[src/inc/ces_pkg.sv]
// Register map, field layout, reset values and codes of the exception state block
package ces_pkg;
    // ------------------------------------------------------------
    // Register byte offsets
    // ------------------------------------------------------------
    localparam int AW = 8;
    localparam logic [7:0] ADDR_STATUS = 8'h00;
    localparam logic [7:0] ADDR_CAUSE = 8'h04;
    localparam logic [7:0] ADDR_RET_LO = 8'h08;
    localparam logic [7:0] ADDR_RET_HI = 8'h0C;
    localparam logic [7:0] ADDR_WATCH_LO = 8'h10;
    localparam logic [7:0] ADDR_WATCH_HI = 8'h14;
    localparam logic [7:0] ADDR_XCTX_LO = 8'h18;
    localparam logic [7:0] ADDR_XCTX_HI = 8'h1C;
    localparam logic [7:0] ADDR_COMPARE = 8'h20;
    localparam logic [7:0] ADDR_COUNT = 8'h24;
    // ------------------------------------------------------------
    // Status field positions
    // ------------------------------------------------------------
    localparam int ST_IE = 0;
    localparam int ST_EXC_LVL = 1;
    localparam int ST_ERR_LVL = 2;
    localparam int ST_PRIV_LO = 3;
    localparam int ST_U_WIDE = 5;
    localparam int ST_S_WIDE = 6;
    localparam int ST_K_WIDE = 7;
    localparam int ST_MASK_LO = 8;
    localparam int ST_SOFT = 20;
    localparam int ST_SHUT = 21;
    localparam int ST_BOOT = 22;
    localparam logic [31:0] STATUS_WMASK = 32'h1057_FFFF;
    localparam logic [31:0] STATUS_RST = 32'h0040_0004;
    // ------------------------------------------------------------
    // Cause field positions and codes
    // ------------------------------------------------------------
    localparam int CA_CODE_LO = 2;
    localparam int CA_PEND_LO = 8;
    localparam int CA_CE_LO = 28;
    localparam int CA_DELAY = 31;
    localparam logic [4:0] CODE_INT = 5'h00;
    localparam logic [4:0] CODE_PAGE_MOD = 5'h01;
    localparam logic [4:0] CODE_MAP_MISS_LOAD = 5'h02;
    localparam logic [4:0] CODE_MAP_MISS_STORE = 5'h03;
    localparam logic [4:0] CODE_MISALIGNED_LOAD = 5'h04;
    localparam logic [4:0] CODE_MISALIGNED_STORE = 5'h05;
    localparam logic [4:0] CODE_FETCH_BUS = 5'h06;
    localparam logic [4:0] CODE_DATA_BUS = 5'h07;
    localparam logic [4:0] CODE_SYSCALL = 5'h08;
    localparam logic [4:0] CODE_DEBUG_BREAK = 5'h09;
    localparam logic [4:0] CODE_BAD_OPCODE = 5'h0A;
    localparam logic [4:0] CODE_COP_UNUSABLE = 5'h0B;
    localparam logic [4:0] CODE_ARITH_WRAP = 5'h0C;
    localparam logic [4:0] CODE_CONDITIONAL = 5'h0D;
    localparam logic [4:0] CODE_WATCH = 5'h17;
    // ------------------------------------------------------------
    // Address space types and privilege codes
    // ------------------------------------------------------------
    localparam logic [1:0] SPACE_USER = 2'h0;
    localparam logic [1:0] SPACE_SUPV = 2'h1;
    localparam logic [1:0] SPACE_KERN = 2'h3;
    localparam logic [1:0] PRIV_USER = 2'h2;
    localparam logic [1:0] PRIV_SUPV = 2'h1;
endpackage : ces_pkg

[src/hw/ces_exception_state.sv]
// Exception state, privilege decode, watchpoint and miss context with APB access
//
// Notes on behaviour
// - Kernel wide addressing follows kernel_wide_addr; ops always
// - Supervisor/user wide mode follow own bits
// - Space access checked against current privilege
// - Soft-reset flag 0 cold, 1 soft/NMI
// - Exception stores 5-bit code at bits 6:2
// - Cause read-only except software pending bits
// - Bit 31 marks exception in delay slot
// - Unusable coprocessor number stored at 29:28
// - Fixed exception code encoding, rest reserved
// - Count equal compare sets timer pending bit
// - Pending 6:2 mirror request lines directly
// - Software pending bits raise enabled interrupt
// - Return address is faulting or branch PC
// - Exception level set blocks return address update
// - Watch compares physical address bits 31:3
// - Load/store watch enables gate watch exception
// - Miss stores vaddr 39:11 at 32:4
// - Miss stores vaddr 63:62 at 34:33
// - Page table base is software only
// - Reserved fields read zero, written zero
// - Privilege field decodes user/supervisor else kernel
// - Entry sets exception level, return clears
//
// The APB slave port and the register offsets were left to the implementer.
`timescale 1ns/1ps
module ces_exception_state #(
    parameter int WATCH_HI_W = 4
) (
    // Clock and reset
    input wire logic clk_sys,
    input wire logic reset_n,
    // APB slave
    input wire logic psel,
    input wire logic penable,
    input wire logic pwrite,
    input wire logic [ces_pkg::AW-1:0] paddr,
    input wire logic [31:0] pwdata,
    output logic [31:0] prdata,
    output logic pready,
    output logic pslverr,
    // Exception entry and return from the pipeline
    input wire logic exc_valid,
    input wire logic [4:0] exc_code,
    input wire logic exc_in_delay,
    input wire logic [63:0] exc_pc,
    input wire logic [63:0] exc_branch_pc,
    input wire logic [1:0] exc_cop_num,
    input wire logic exc_map_miss,
    input wire logic [63:0] exc_vaddr,
    input wire logic exc_return,
    input wire logic soft_reset_req,
    input wire logic map_shutdown_req,
    // Interrupt request lines
    input wire logic [4:0] irq_lines,
    output logic irq_request,
    // Memory reference for watch and space checks
    input wire logic mem_valid,
    input wire logic mem_is_load,
    input wire logic mem_is_store,
    input wire logic [31:0] mem_paddr,
    input wire logic [1:0] acc_space,
    output logic watch_hit,
    output logic acc_allowed,
    // Mode state
    output logic mode_kernel,
    output logic mode_supv,
    output logic mode_user,
    output logic wide_addr_ok,
    output logic wide_ops_ok,
    output logic exception_level,
    output logic error_level,
    output logic boot_vector_sel,
    output logic map_shutdown_flag
);
    import ces_pkg::*;

    // ------------------------------------------------------------
    // State
    // ------------------------------------------------------------
    logic [31:0] status;
    logic [31:0] next_status;
    logic [4:0] exception_code;
    logic delay_slot_flag;
    logic [1:0] cop_num;
    logic [1:0] sw_pending;
    logic timer_pending;
    logic [63:0] exception_return_pc;
    logic [63:0] next_ret_pc;
    logic [28:0] watch_phys_addr;
    logic watch_load_en;
    logic watch_store_en;
    logic [WATCH_HI_W-1:0] watch_address_high;
    logic [28:0] page_table_base;
    logic [1:0] space_type;
    logic [28:0] failed_page_pair;
    logic [31:0] compare;
    logic [31:0] count;

    // ------------------------------------------------------------
    // APB decode
    // ------------------------------------------------------------
    wire logic wr_acc = psel && penable && pwrite;
    wire logic wr_status = wr_acc && (paddr == ADDR_STATUS);
    wire logic wr_cause = wr_acc && (paddr == ADDR_CAUSE);
    wire logic wr_ret_lo = wr_acc && (paddr == ADDR_RET_LO);
    wire logic wr_ret_hi = wr_acc && (paddr == ADDR_RET_HI);
    wire logic wr_wlo = wr_acc && (paddr == ADDR_WATCH_LO);
    wire logic wr_whi = wr_acc && (paddr == ADDR_WATCH_HI);
    wire logic wr_xhi = wr_acc && (paddr == ADDR_XCTX_HI);
    wire logic wr_compare = wr_acc && (paddr == ADDR_COMPARE);
    wire logic wr_count = wr_acc && (paddr == ADDR_COUNT);
    wire logic addr_hit = (paddr[1:0] == 2'h0) && (paddr <= ADDR_COUNT);

    // ------------------------------------------------------------
    // Mode and privilege decode
    // ------------------------------------------------------------
    wire logic exc_lvl = status[ST_EXC_LVL];
    wire logic err_lvl = status[ST_ERR_LVL];
    wire logic [1:0] privilege_mode = status[ST_PRIV_LO+1:ST_PRIV_LO];
    wire logic [7:0] irq_mask = status[ST_MASK_LO+7:ST_MASK_LO];
    wire logic lvl_clear = !exc_lvl && !err_lvl;
    wire logic is_user = lvl_clear && (privilege_mode == PRIV_USER);
    wire logic is_supv = lvl_clear && (privilege_mode == PRIV_SUPV);
    wire logic is_kern = !is_user && !is_supv;
    wire logic kernel_wide_addr = status[ST_K_WIDE];
    wire logic supv_wide_mode = status[ST_S_WIDE];
    wire logic user_wide_mode = status[ST_U_WIDE];

    assign mode_user = is_user;
    assign mode_supv = is_supv;
    assign mode_kernel = is_kern;
    assign wide_addr_ok = is_kern ? kernel_wide_addr :
                          is_supv ? supv_wide_mode : user_wide_mode;
    assign wide_ops_ok = is_kern || (is_supv && supv_wide_mode)
                         || (is_user && user_wide_mode);
    // Undefined space code 10 is treated as kernel space
    assign acc_allowed = (acc_space == SPACE_USER)
                         || ((acc_space == SPACE_SUPV) && !is_user)
                         || (acc_space[1] && is_kern);
    assign exception_level = exc_lvl;
    assign error_level = err_lvl;
    assign boot_vector_sel = status[ST_BOOT];
    assign map_shutdown_flag = status[ST_SHUT];

    // ------------------------------------------------------------
    // Interrupt pending and request
    // ------------------------------------------------------------
    wire logic [7:0] pending_irq = {timer_pending, irq_lines, sw_pending};
    wire logic timer_hit = (count == compare);
    assign irq_request = status[ST_IE] && lvl_clear && |(pending_irq & irq_mask);

    // ------------------------------------------------------------
    // Watchpoint
    // ------------------------------------------------------------
    // Combinational so the pipeline can fault the same reference
    wire logic watch_addr_eq = (mem_paddr[31:3] == watch_phys_addr);
    assign watch_hit = mem_valid && watch_addr_eq
                       && ((mem_is_load && watch_load_en)
                       || (mem_is_store && watch_store_en));

    // ------------------------------------------------------------
    // Status
    // ------------------------------------------------------------
    always_comb begin
        next_status = status;
        if (wr_status) begin
            next_status = (pwdata & STATUS_WMASK) | (status & ~STATUS_WMASK);
        end
        if (exc_return) begin
            next_status[ST_EXC_LVL] = 1'b0;
        end
        if (exc_valid) begin
            next_status[ST_EXC_LVL] = 1'b1;
        end
        if (map_shutdown_req) begin
            next_status[ST_SHUT] = 1'b1;
        end
        if (soft_reset_req) begin
            next_status[ST_ERR_LVL] = 1'b1;
            next_status[ST_BOOT] = 1'b1;
            next_status[ST_SHUT] = 1'b0;
            next_status[ST_SOFT] = 1'b1;
        end
    end

    // Cold reset leaves soft_reset_flag at 0
    always_ff @(posedge clk_sys or negedge reset_n) begin
        if (!reset_n) begin
            status <= STATUS_RST;
        end else begin
            status <= next_status;
        end
    end

    // ------------------------------------------------------------
    // Cause
    // ------------------------------------------------------------
    // Code and flag track the latest exception even while nested
    always_ff @(posedge clk_sys or negedge reset_n) begin
        if (!reset_n) begin
            exception_code <= CODE_INT;
            delay_slot_flag <= 1'b0;
            cop_num <= 2'h0;
        end else if (exc_valid) begin
            exception_code <= exc_code;
            delay_slot_flag <= exc_in_delay;
            if (exc_code == CODE_COP_UNUSABLE) begin
                cop_num <= exc_cop_num;
            end
        end
    end

    always_ff @(posedge clk_sys or negedge reset_n) begin
        if (!reset_n) begin
            sw_pending <= 2'h0;
        end else if (wr_cause) begin
            sw_pending <= pwdata[CA_PEND_LO+1:CA_PEND_LO];
        end
    end

    // A match in the cycle of a compare write still sets the bit
    always_ff @(posedge clk_sys or negedge reset_n) begin
        if (!reset_n) begin
            timer_pending <= 1'b0;
        end else if (timer_hit) begin
            timer_pending <= 1'b1;
        end else if (wr_compare) begin
            timer_pending <= 1'b0;
        end
    end

    // ------------------------------------------------------------
    // Timer
    // ------------------------------------------------------------
    always_ff @(posedge clk_sys or negedge reset_n) begin
        if (!reset_n) begin
            count <= 32'h0000_0000;
            compare <= 32'hFFFF_FFFF;
        end else begin
            count <= wr_count ? pwdata : count + 32'h0000_0001;
            if (wr_compare) begin
                compare <= pwdata;
            end
        end
    end

    // ------------------------------------------------------------
    // Exception return address
    // ------------------------------------------------------------
    always_comb begin
        next_ret_pc = exception_return_pc;
        if (wr_ret_lo) begin
            next_ret_pc[31:0] = pwdata;
        end
        if (wr_ret_hi) begin
            next_ret_pc[63:32] = pwdata;
        end
        // Hardware entry beats a software write in the same cycle
        if (exc_valid && !exc_lvl) begin
            next_ret_pc = exc_in_delay ? exc_branch_pc : exc_pc;
        end
    end

    always_ff @(posedge clk_sys or negedge reset_n) begin
        if (!reset_n) begin
            exception_return_pc <= 64'h0000_0000_0000_0000;
        end else begin
            exception_return_pc <= next_ret_pc;
        end
    end

    // ------------------------------------------------------------
    // Watch registers
    // ------------------------------------------------------------
    always_ff @(posedge clk_sys or negedge reset_n) begin
        if (!reset_n) begin
            watch_phys_addr <= 29'h0000_0000;
            watch_load_en <= 1'b0;
            watch_store_en <= 1'b0;
            watch_address_high <= '0;
        end else begin
            if (wr_wlo) begin
                watch_phys_addr <= pwdata[31:3];
                watch_load_en <= pwdata[1];
                watch_store_en <= pwdata[0];
            end
            if (wr_whi) begin
                watch_address_high <= pwdata[WATCH_HI_W-1:0];
            end
        end
    end

    // ------------------------------------------------------------
    // Wide miss context
    // ------------------------------------------------------------
    always_ff @(posedge clk_sys or negedge reset_n) begin
        if (!reset_n) begin
            page_table_base <= 29'h0000_0000;
            space_type <= SPACE_USER;
            failed_page_pair <= 29'h0000_0000;
        end else begin
            if (wr_xhi) begin
                page_table_base <= pwdata[31:3];
            end
            if (exc_valid && exc_map_miss) begin
                failed_page_pair <= exc_vaddr[39:11];
                space_type <= exc_vaddr[63:62];
            end
        end
    end

    // ------------------------------------------------------------
    // Read mux
    // ------------------------------------------------------------
    wire logic [31:0] cause_rd = {delay_slot_flag, 1'b0, cop_num, 12'h000,
                                  pending_irq, 1'b0, exception_code, 2'h0};
    wire logic [31:0] wlo_rd = {watch_phys_addr, 1'b0, watch_load_en, watch_store_en};
    wire logic [31:0] whi_rd = {{(32-WATCH_HI_W){1'b0}}, watch_address_high};
    wire logic [31:0] xlo_rd = {failed_page_pair[27:0], 4'h0};
    wire logic [31:0] xhi_rd = {page_table_base, space_type, failed_page_pair[28]};
    wire logic [31:0] rd_mux =
        (paddr == ADDR_STATUS) ? status :
        (paddr == ADDR_CAUSE) ? cause_rd :
        (paddr == ADDR_RET_LO) ? exception_return_pc[31:0] :
        (paddr == ADDR_RET_HI) ? exception_return_pc[63:32] :
        (paddr == ADDR_WATCH_LO) ? wlo_rd :
        (paddr == ADDR_WATCH_HI) ? whi_rd :
        (paddr == ADDR_XCTX_LO) ? xlo_rd :
        (paddr == ADDR_XCTX_HI) ? xhi_rd :
        (paddr == ADDR_COMPARE) ? compare :
        (paddr == ADDR_COUNT) ? count : 32'h0000_0000;

    // Sampled in the setup cycle; zero wait states
    always_ff @(posedge clk_sys or negedge reset_n) begin
        if (!reset_n) begin
            prdata <= 32'h0000_0000;
        end else if (psel && !penable && !pwrite) begin
            prdata <= rd_mux;
        end
    end

    assign pready = 1'b1;
    assign pslverr = psel && penable && !addr_hit;

    // ------------------------------------------------------------
    // Checks
    // ------------------------------------------------------------
    chk_entry_sets_lvl: assert property (@(posedge clk_sys) disable iff (!reset_n)
        exc_valid |=> exc_lvl && mode_kernel)
        else $error("exception entry did not raise exception level");

    chk_retpc_held: assert property (@(posedge clk_sys) disable iff (!reset_n)
        exc_valid && exc_lvl && !wr_ret_lo && !wr_ret_hi |=> $stable(exception_return_pc))
        else $error("return address overwritten while exception level set");

    chk_retpc_loaded: assert property (@(posedge clk_sys) disable iff (!reset_n)
        exc_valid && !exc_lvl |=> exception_return_pc ==
            ($past(exc_in_delay) ? $past(exc_branch_pc) : $past(exc_pc)))
        else $error("return address not loaded on entry");

    chk_code_flag: assert property (@(posedge clk_sys) disable iff (!reset_n)
        exc_valid |=> cause_rd[6:2] == $past(exc_code) && cause_rd[31] == $past(exc_in_delay))
        else $error("cause code and delay flag not updated together");

    chk_timer_sets: assert property (@(posedge clk_sys) disable iff (!reset_n)
        timer_hit |=> cause_rd[15] ##1 (cause_rd[15] || $past(wr_compare)))
        else $error("timer pending bit not set on count match");

    chk_soft_reset: assert property (@(posedge clk_sys) disable iff (!reset_n)
        soft_reset_req |=> status[ST_SOFT] && err_lvl && boot_vector_sel && !map_shutdown_flag)
        else $error("soft reset state not applied");

    chk_kern_space: assert property (@(posedge clk_sys) disable iff (!reset_n)
        (acc_space == SPACE_KERN) && (privilege_mode == PRIV_USER) && lvl_clear
            |-> !acc_allowed)
        else $error("kernel space allowed outside kernel mode");

    chk_sw_pending: assert property (@(posedge clk_sys) disable iff (!reset_n)
        wr_cause && !exc_valid
            |=> cause_rd[9:8] == $past(pwdata[9:8]) && $stable(exception_code))
        else $error("software pending write wrong or touched read-only bits");

    chk_base_kept: assert property (@(posedge clk_sys) disable iff (!reset_n)
        exc_valid && exc_map_miss && !wr_xhi |=> $stable(page_table_base)
            && xlo_rd[31:4] == $past(exc_vaddr[38:11]))
        else $error("miss context update disturbed table base");

    chk_swirq_raise: assert property (@(posedge clk_sys) disable iff (!reset_n)
        wr_cause && pwdata[8] && irq_mask[0] && status[ST_IE] && lvl_clear
            && !exc_valid && !wr_status && !soft_reset_req |=> irq_request)
        else $error("software interrupt not raised");

endmodule : ces_exception_state

[config.mk]
export PLATFORM = sky130hd
export DESIGN_NAME = ces_exception_state
export DESIGN_NICKNAME = d
export VERILOG_FILES = /design/src/inc/ces_pkg.sv /design/src/hw/ces_exception_state.sv
export SDC_FILE = /design/constraint.sdc
export NUM_CORES = 1
export LEC_CHECK = 0
export ABC_AREA = 1
export BUFFER_PORTS_ARGS = -buffer_cell sky130_fd_sc_hd__buf_2
export CAP_MARGIN = 20
export CORE_MARGIN = 1.5
export CORE_UTILIZATION = 55
export DETAILED_ROUTE_END_ITERATION = 7
export PLACE_DENSITY = 0.82
export SKIP_LAST_GASP = 1
export SYNTH_ARGS = -nofsm -noshare
export SYNTH_HDL_FRONTEND = slang
export SYNTH_SLANG_ARGS = --single-unit
[constraint.sdc]
create_clock -name clk_sys -period 2.3 [get_ports clk_sys]
set_input_delay 0 -clock clk_sys [delete_from_list [all_inputs] [get_ports clk_sys]]
set_output_delay 0 -clock clk_sys [all_outputs]
set_load 0.05 [all_outputs]
==> results.cfg, run 1 <==
[run_status]
outcome = finished, violations left
violations = DRC

[detailed_routing]
vias = 17440
ant_nets = 0
post-route-drc-count = 30
wirelength_um = 59980
post_drt_wl_per_cell_um = 20.12
initialDrtViolationCount = 2293
drtPass1Iterations = 8
via_per_inst = 5.850

[critical_path]
crit_chain = xnor2_2 > nand3_1 > nor2_2 > nand4_1 > nor2_1 > clkbuf_4
start_kind = flip-flop
worstPathRequired_ps = 2300
path_class = reg -> out
cpMaxStageDelayCell = dfrtp_1
cp_max_fo = 3
r2r_slack_ps = 80
rr_startpoint = status[1]
rr_endpoint = exception_return_pc[24]
max_stage_delay_ps = 440
reg2reg_depth = 7
critPathCaptureType = output port
cp_data_arrival_time_ps = 2290

[place]
io_buffer_count = 300
pre_cts_slack_ps = 329.1
gp_congestion = 1.084
dp_hpwl_um = 40780

[global_routing]
grt_pass1_vias = 16800
antenna_found_initial = 6
grt_pass1_wl_um = 91950
grtUsageTotal = 0.4098
grt_max_degree = 77
grt-ovfl-total = 0

[cts]
clk_pin_slew_ps = 70
cts_max_path_buffers = 3
clk_latency_ps = 590
cts_sinks = 289
cts_tree = yes
post_cts_buffers = 0
cts_root_buf = clkbuf_16
cts_buffers = 30
htree_levels = 1

[sta]
skew_ps = 30.79
final-max-slew-violation-count = 0
setup_viol = 0
setup_slack_ps = 8.092
fin_crit_sh = 0.9965
rsz0062_at_grt = true
timing.slew.headroom = 0.4084
max_freq_mhz = 436.3
layout_min_cycle_time_ps = 2292
worst_pin_slew_ps = 886.1
hold_viol_final = 0

[power]
clkPwrFrac = 0.388
p_int_w = 0.009580
pwr-share-seq = 0.442
p_per_area_mw_per_mm2 = 639.8
power_leakage_nw = 9.997
ir_drop_uv = 659.6
power.switching_w = 0.003760
swShare = 0.2819
comb_power_share = 0.170
total_power_w = 0.01334

[floorplan]
start_util = 0.5630
dieWidth_um = 172.3
die-area_mm2 = 0.02970
die_height_um = 172.3
core-area_mm2 = 0.02801
rows = 61
io_pins = 338

[hold_path]
hold_depth = 5
hold_end = failed_page_pair[26]
min-delay-start = exc_map_miss
hold_class = in -> reg

[final_layout]
layout_commonest_cell = nand2_1
area_growth_pct = 32.20
layout_common_cells = 569 x nand2_1, 298 x buf_2, 276 x nor2_1, 255 x dfrtp_1, 207 x dlygate4sd3_1
final_core_util = 0.7444
nets = 2868
num-fill-cells = 2028
drive_above_1_share = 0.1887

[synth]
synth.avg_cell_area_um2 = 7.471
ys.flop_type = dfrtp_1
ys_warn_count = 0
synth.top_cell.area_share = 0.4046
ys_async_sr_fraction = 1.000
synthCells = 2111
ys_ff_latch = 289
synthDistinctLibCells = 46
synth_edf_count = 0
yosysSeqAreaShare = 0.4612
syn_area_mm2 = 0.01577
syn_nets = 2404
ys_top_cells_by_area = dfrtp_1 40%, nand2_1 14%, nor2_1 6.6%
yosysTopAreaCell = dfrtp_1

[run]
timing.max_cap.violations = 0
stage by stage:
step / TNS [ps] / hold WS (ps) / instances / cell area [um2]
floorplan: 0 / -295.6 / 2111 / 15800
global placement: 0 / -29.63 / 2713 / 17670
detailed placement: 0 / -22.62 / 2713 / 17670
CTS: 0 / 0.6283 / 2975 / 20820
global route: -1.147 / 17.56 / 2979 / 20850
finish: 0 / 8.092 / 2981 / 20850
routing by layer:
layer,up-vias,part of all wire,GRT usage
li1,7801,-,-
met1,8155,0.38,0.5230
met2,1215,0.45,0.6418
met3,265,0.11,0.09293
met4,2,0.067,0.2371
met5,-,0.00030,0
sequential cells by signal, indices dropped and copies added, names as in the netlist:
| name | flops |
|---|---|
| sw_pending | 2 |
| watch_store_en | 1 |
| prdata | 32 |
| space_type | 2 |
| page_table_base | 29 |
| count | 32 |
| status | 23 |
| delay_slot_flag | 1 |
| watch_load_en | 1 |
| timer_pending | 1 |
| exception_return_pc | 64 |
| watch_phys_addr | 29 |
| compare | 32 |
| exception_code | 5 |
| failed_page_pair | 29 |
| watch_address_high | 4 |
| cop_num | 2 |
final cells by class:
cell class	count	area (um2)	share of cell area
multi-input combinational	1543	7397	0.3548
antenna	6	15.01	0.0007201
tap	378	473.0	0.02268
clock inverter	10	177.7	0.008521
inverter	164	615.6	0.02952
clock buffer	44	873.3	0.04189
timing repair buffer	547	4024	0.1930
sequential	289	7274	0.3489
kinds of logic after synthesis:
kind of cell,after synthesis,synth area share
simple gates,1041,0.2735
compound gates,442,0.1579
flops,289,0.4612
buf+inv,279,0.07330
xor+xnor,53,0.02943
mux,5,0.003570
fa+ha+maj,1,0.0007932
other cells,1,0.0002378
synthesized netlist by cell type, types with 27 or more instances:
cell type,number
nand2_1,571
o21ai_0,199
a31oi_1,41
a21oi_1,92
xor2_1,33
dfrtp_1,255
dfstp_2,34
clkbuf_1,47
o21ai_1,27
inv_1,154
nor2_1,278
buf_2,50
nand3_1,104
repair_timing:
action                                  4_1_cts  5_1_grt
endpoints found under the setup margin        1       42
pin swaps                                     0        2
hold endpoints to repair                    532        0
resized for setup                             2        3
hold buffers                                208        0
worst max-delay path, delay by kind of cell, from the launching register on:
kind | cells | cell delay [ps]
AND/OR/NAND/NOR | 4 | 690
flip-flops | 1 | 440
buffers and inverters | 1 | 250
XOR/XNOR | 1 | 330
power groups by stage:
stage | Combinational [W] | Clock (W) | Sequential, W
global placement | 0.00175 | 0 | 0.00594
floorplan | 0.000992 | 0 | 0.00596
finish | 0.00227 | 0.00518 | 0.00589
detailed placement | 0.00179 | 0 | 0.00595
CTS | 0.00217 | 0.00518 | 0.00587
global route | 0.00247 | 0.00539 | 0.00594
worst max-delay path by stage:
stage,from,end,slack [ps],cells past startpoint
finish,watch_phys_addr[24],watch_hit,8,6
detailed placement,paddr[1],count[15],330,7
CTS,status[1],exception_return_pc[21],40,8
global route,status[1],exception_return_pc[62],-1,7
floorplan,status[2],acc_allowed,140,6
global placement,paddr[1],count[17],410,7
(Power assumes the default switching activity.)
==> inputs of run 2 (changes only) <==
--- a/config.mk
+++ b/config.mk
@@ -8,6 +8,7 @@
 export ABC_AREA = 1
 export BUFFER_PORTS_ARGS = -buffer_cell sky130_fd_sc_hd__buf_2
 export CAP_MARGIN = 20
+export CORE_ASPECT_RATIO = 1.75
 export CORE_MARGIN = 1.5
 export CORE_UTILIZATION = 55
 export DETAILED_ROUTE_END_ITERATION = 7
==> run 2 against run 1 <==
Net effect:
- the run now ends clean
- utilization fell by 1.0 points
- cell count shrank 0.84%
- hold slack improved by 3.3 ps
- clock-buffer cell count is 3 lower
- critical path type is now reg -> reg
==> results.cfg, run 2 (synthesis gave the netlist of run 1 again) <==
[final_layout]
layout_commonest_cell = nand2_1
drive_above_1_share = 0.1882
regMostFlops = exception_return_pc
nets = 2856
area.sequential_mm2 = 0.007276
multi_input_area_mm2 = 0.007405
area_growth_pct = 30.67
design_area_mm2 = 0.02061
final_core_util = 0.7341
layout_common_cells = 569 x nand2_1, 298 x buf_2, 276 x nor2_1, 254 x dfrtp_1, 199 x o21ai_0
num_antenna_cells = 0
largest_reg_flops = 64
num-fill-cells = 2130

[detailed_routing]
via_per_inst = 5.822
initialDrtViolationCount = 1848
ant_nets = 0
wirelength_um = 60050
post_drt_wl_per_cell_um = 20.31
vias = 17210
drtPass1Iterations = 6
post-route-drc-count = 0

[critical_path]
worstPathRequired_ps = 2780
crit_family = buffers and inverters
rr_startpoint = status[1]
rr_endpoint = exception_return_pc[29]
reg2reg_depth = 7
cpMaxStageDelayCell = dlygate4sd3_1
critPathCaptureType = flip-flop
start_kind = flip-flop
crit_start = status[1]
path_class = reg -> reg
cp_max_fo = 53
cp.depth = 7
crit_chain = inv_2 > nand2_8 > buf_12 > nor2_1 > o21ai_0 > a31oi_1 > dlygate4sd3_1
worst-path-buf-inv = 3
max_stage_delay_ps = 620
critPathCapture = exception_return_pc[29]
cp_data_arrival_time_ps = 2740
r2r_slack_ps = 40

[sta]
hold_viol_final = 0
timing.slew.headroom = 0.4639
final-max-slew-violation-count = 0
setup_slack_ps = 41.69
skew_ps = 9.497
max_freq_mhz = 442.8
fin_tns_setup_ps = 0
fin_crit_sh = 0.9819
rsz0062_at_grt = false
setup_viol = 0
layout_min_cycle_time_ps = 2258
worst_pin_slew_ps = 801.4

[global_routing]
antenna_found_initial = 0
grt_pass1_wl_um = 91820
grt-ovfl-total = 0
grtUsageTotal = 0.4082
grt_pass1_vias = 17020
grt_max_degree = 77

[place]
gp_congestion = 0.9991
pre_cts_slack_ps = 266.5
io_buffer_count = 300
post_dp_cell_area_mm2 = 0.01769
dp_hpwl_um = 40660

[cts]
clk_pin_slew_ps = 70
post_cts_buffers = 0
cts_tree = yes
cts_buffers = 26
cts_max_path_buffers = 3
htree_levels = 1
cts_root_buf = clkbuf_16
cts_sinks = 289
clk_latency_ps = 560

[hold_path]
hold_class = in -> async

[floorplan]
io_pins = 338
die-area_mm2 = 0.02974
core-area_mm2 = 0.02807
die_height_um = 227.0
dieWidth_um = 131.0
rows = 81
start_util = 0.5618

[run_status]
outcome = finished, final reports clean

[power]
p_per_area_mw_per_mm2 = 623.3
power_leakage_nw = 9.877
ir_drop_uv = 613.8
total_power_w = 0.01284

[run]
timing.max_cap.violations = 0
==> run 2: per-layer routing <==
metal,vias up,track usage,part of all wire
li1,7789,-,-
met1,8059,0.4932,0.35
met2,1090,0.6776,0.49
met3,272,0.04606,0.080
met4,0,0.2790,0.079
met5,-,0,0
==> run 2: worst min-delay path by stage <==
| stage | to | slack [ps] |
|---|---|---|
| 6_report | failed_page_pair[21] | 10 |
| 5_1_grt | watch_phys_addr[22] | 50 |
| 4_1_cts | prdata[30] | 20 |
| 3_5_place_dp | failed_page_pair[21] | 20 |
| 3_3_place_gp | page_table_base[22] | 20 |
| 2_1_floorplan | cop_num[0] | -300 |
==> run 2: stage by stage <==
step	cells	hold slack [ps]
2_1_floorplan	2111	-295.6
3_3_place_gp	2710	21.22
6_report	2956	11.39
3_5_place_dp	2710	24.25
5_1_grt	2956	52.70
4_1_cts	2956	22.23
==> run 2: area by class of cell <==
| cell class | instances | area share |
|---|---|---|
| clock buffers | 41 | 0.03825 |
| repair buffers | 539 | 0.1914 |
| multi-input cells | 1543 | 0.3593 |
| clock inverters | 7 | 0.005464 |
| flip-flops and latches | 289 | 0.3530 |
| well taps | 373 | 0.02265 |
| inverters | 164 | 0.02987 |
==> run 2: power by group <==
group	total [W]	internal [W]	switching [W]
logic	0.00231	0.000972	0.00134
clock network	0.00465	0.00269	0.00197
registers	0.00588	0.00554	0.000344
==> run 2: timing repair <==
action / 4_1_cts / 5_1_grt
gates resized for setup: 1 / 7
setup endpoints to repair: 1 / 45
hold endpoints to repair: 524 / 0
hold buffers: 198 / 0
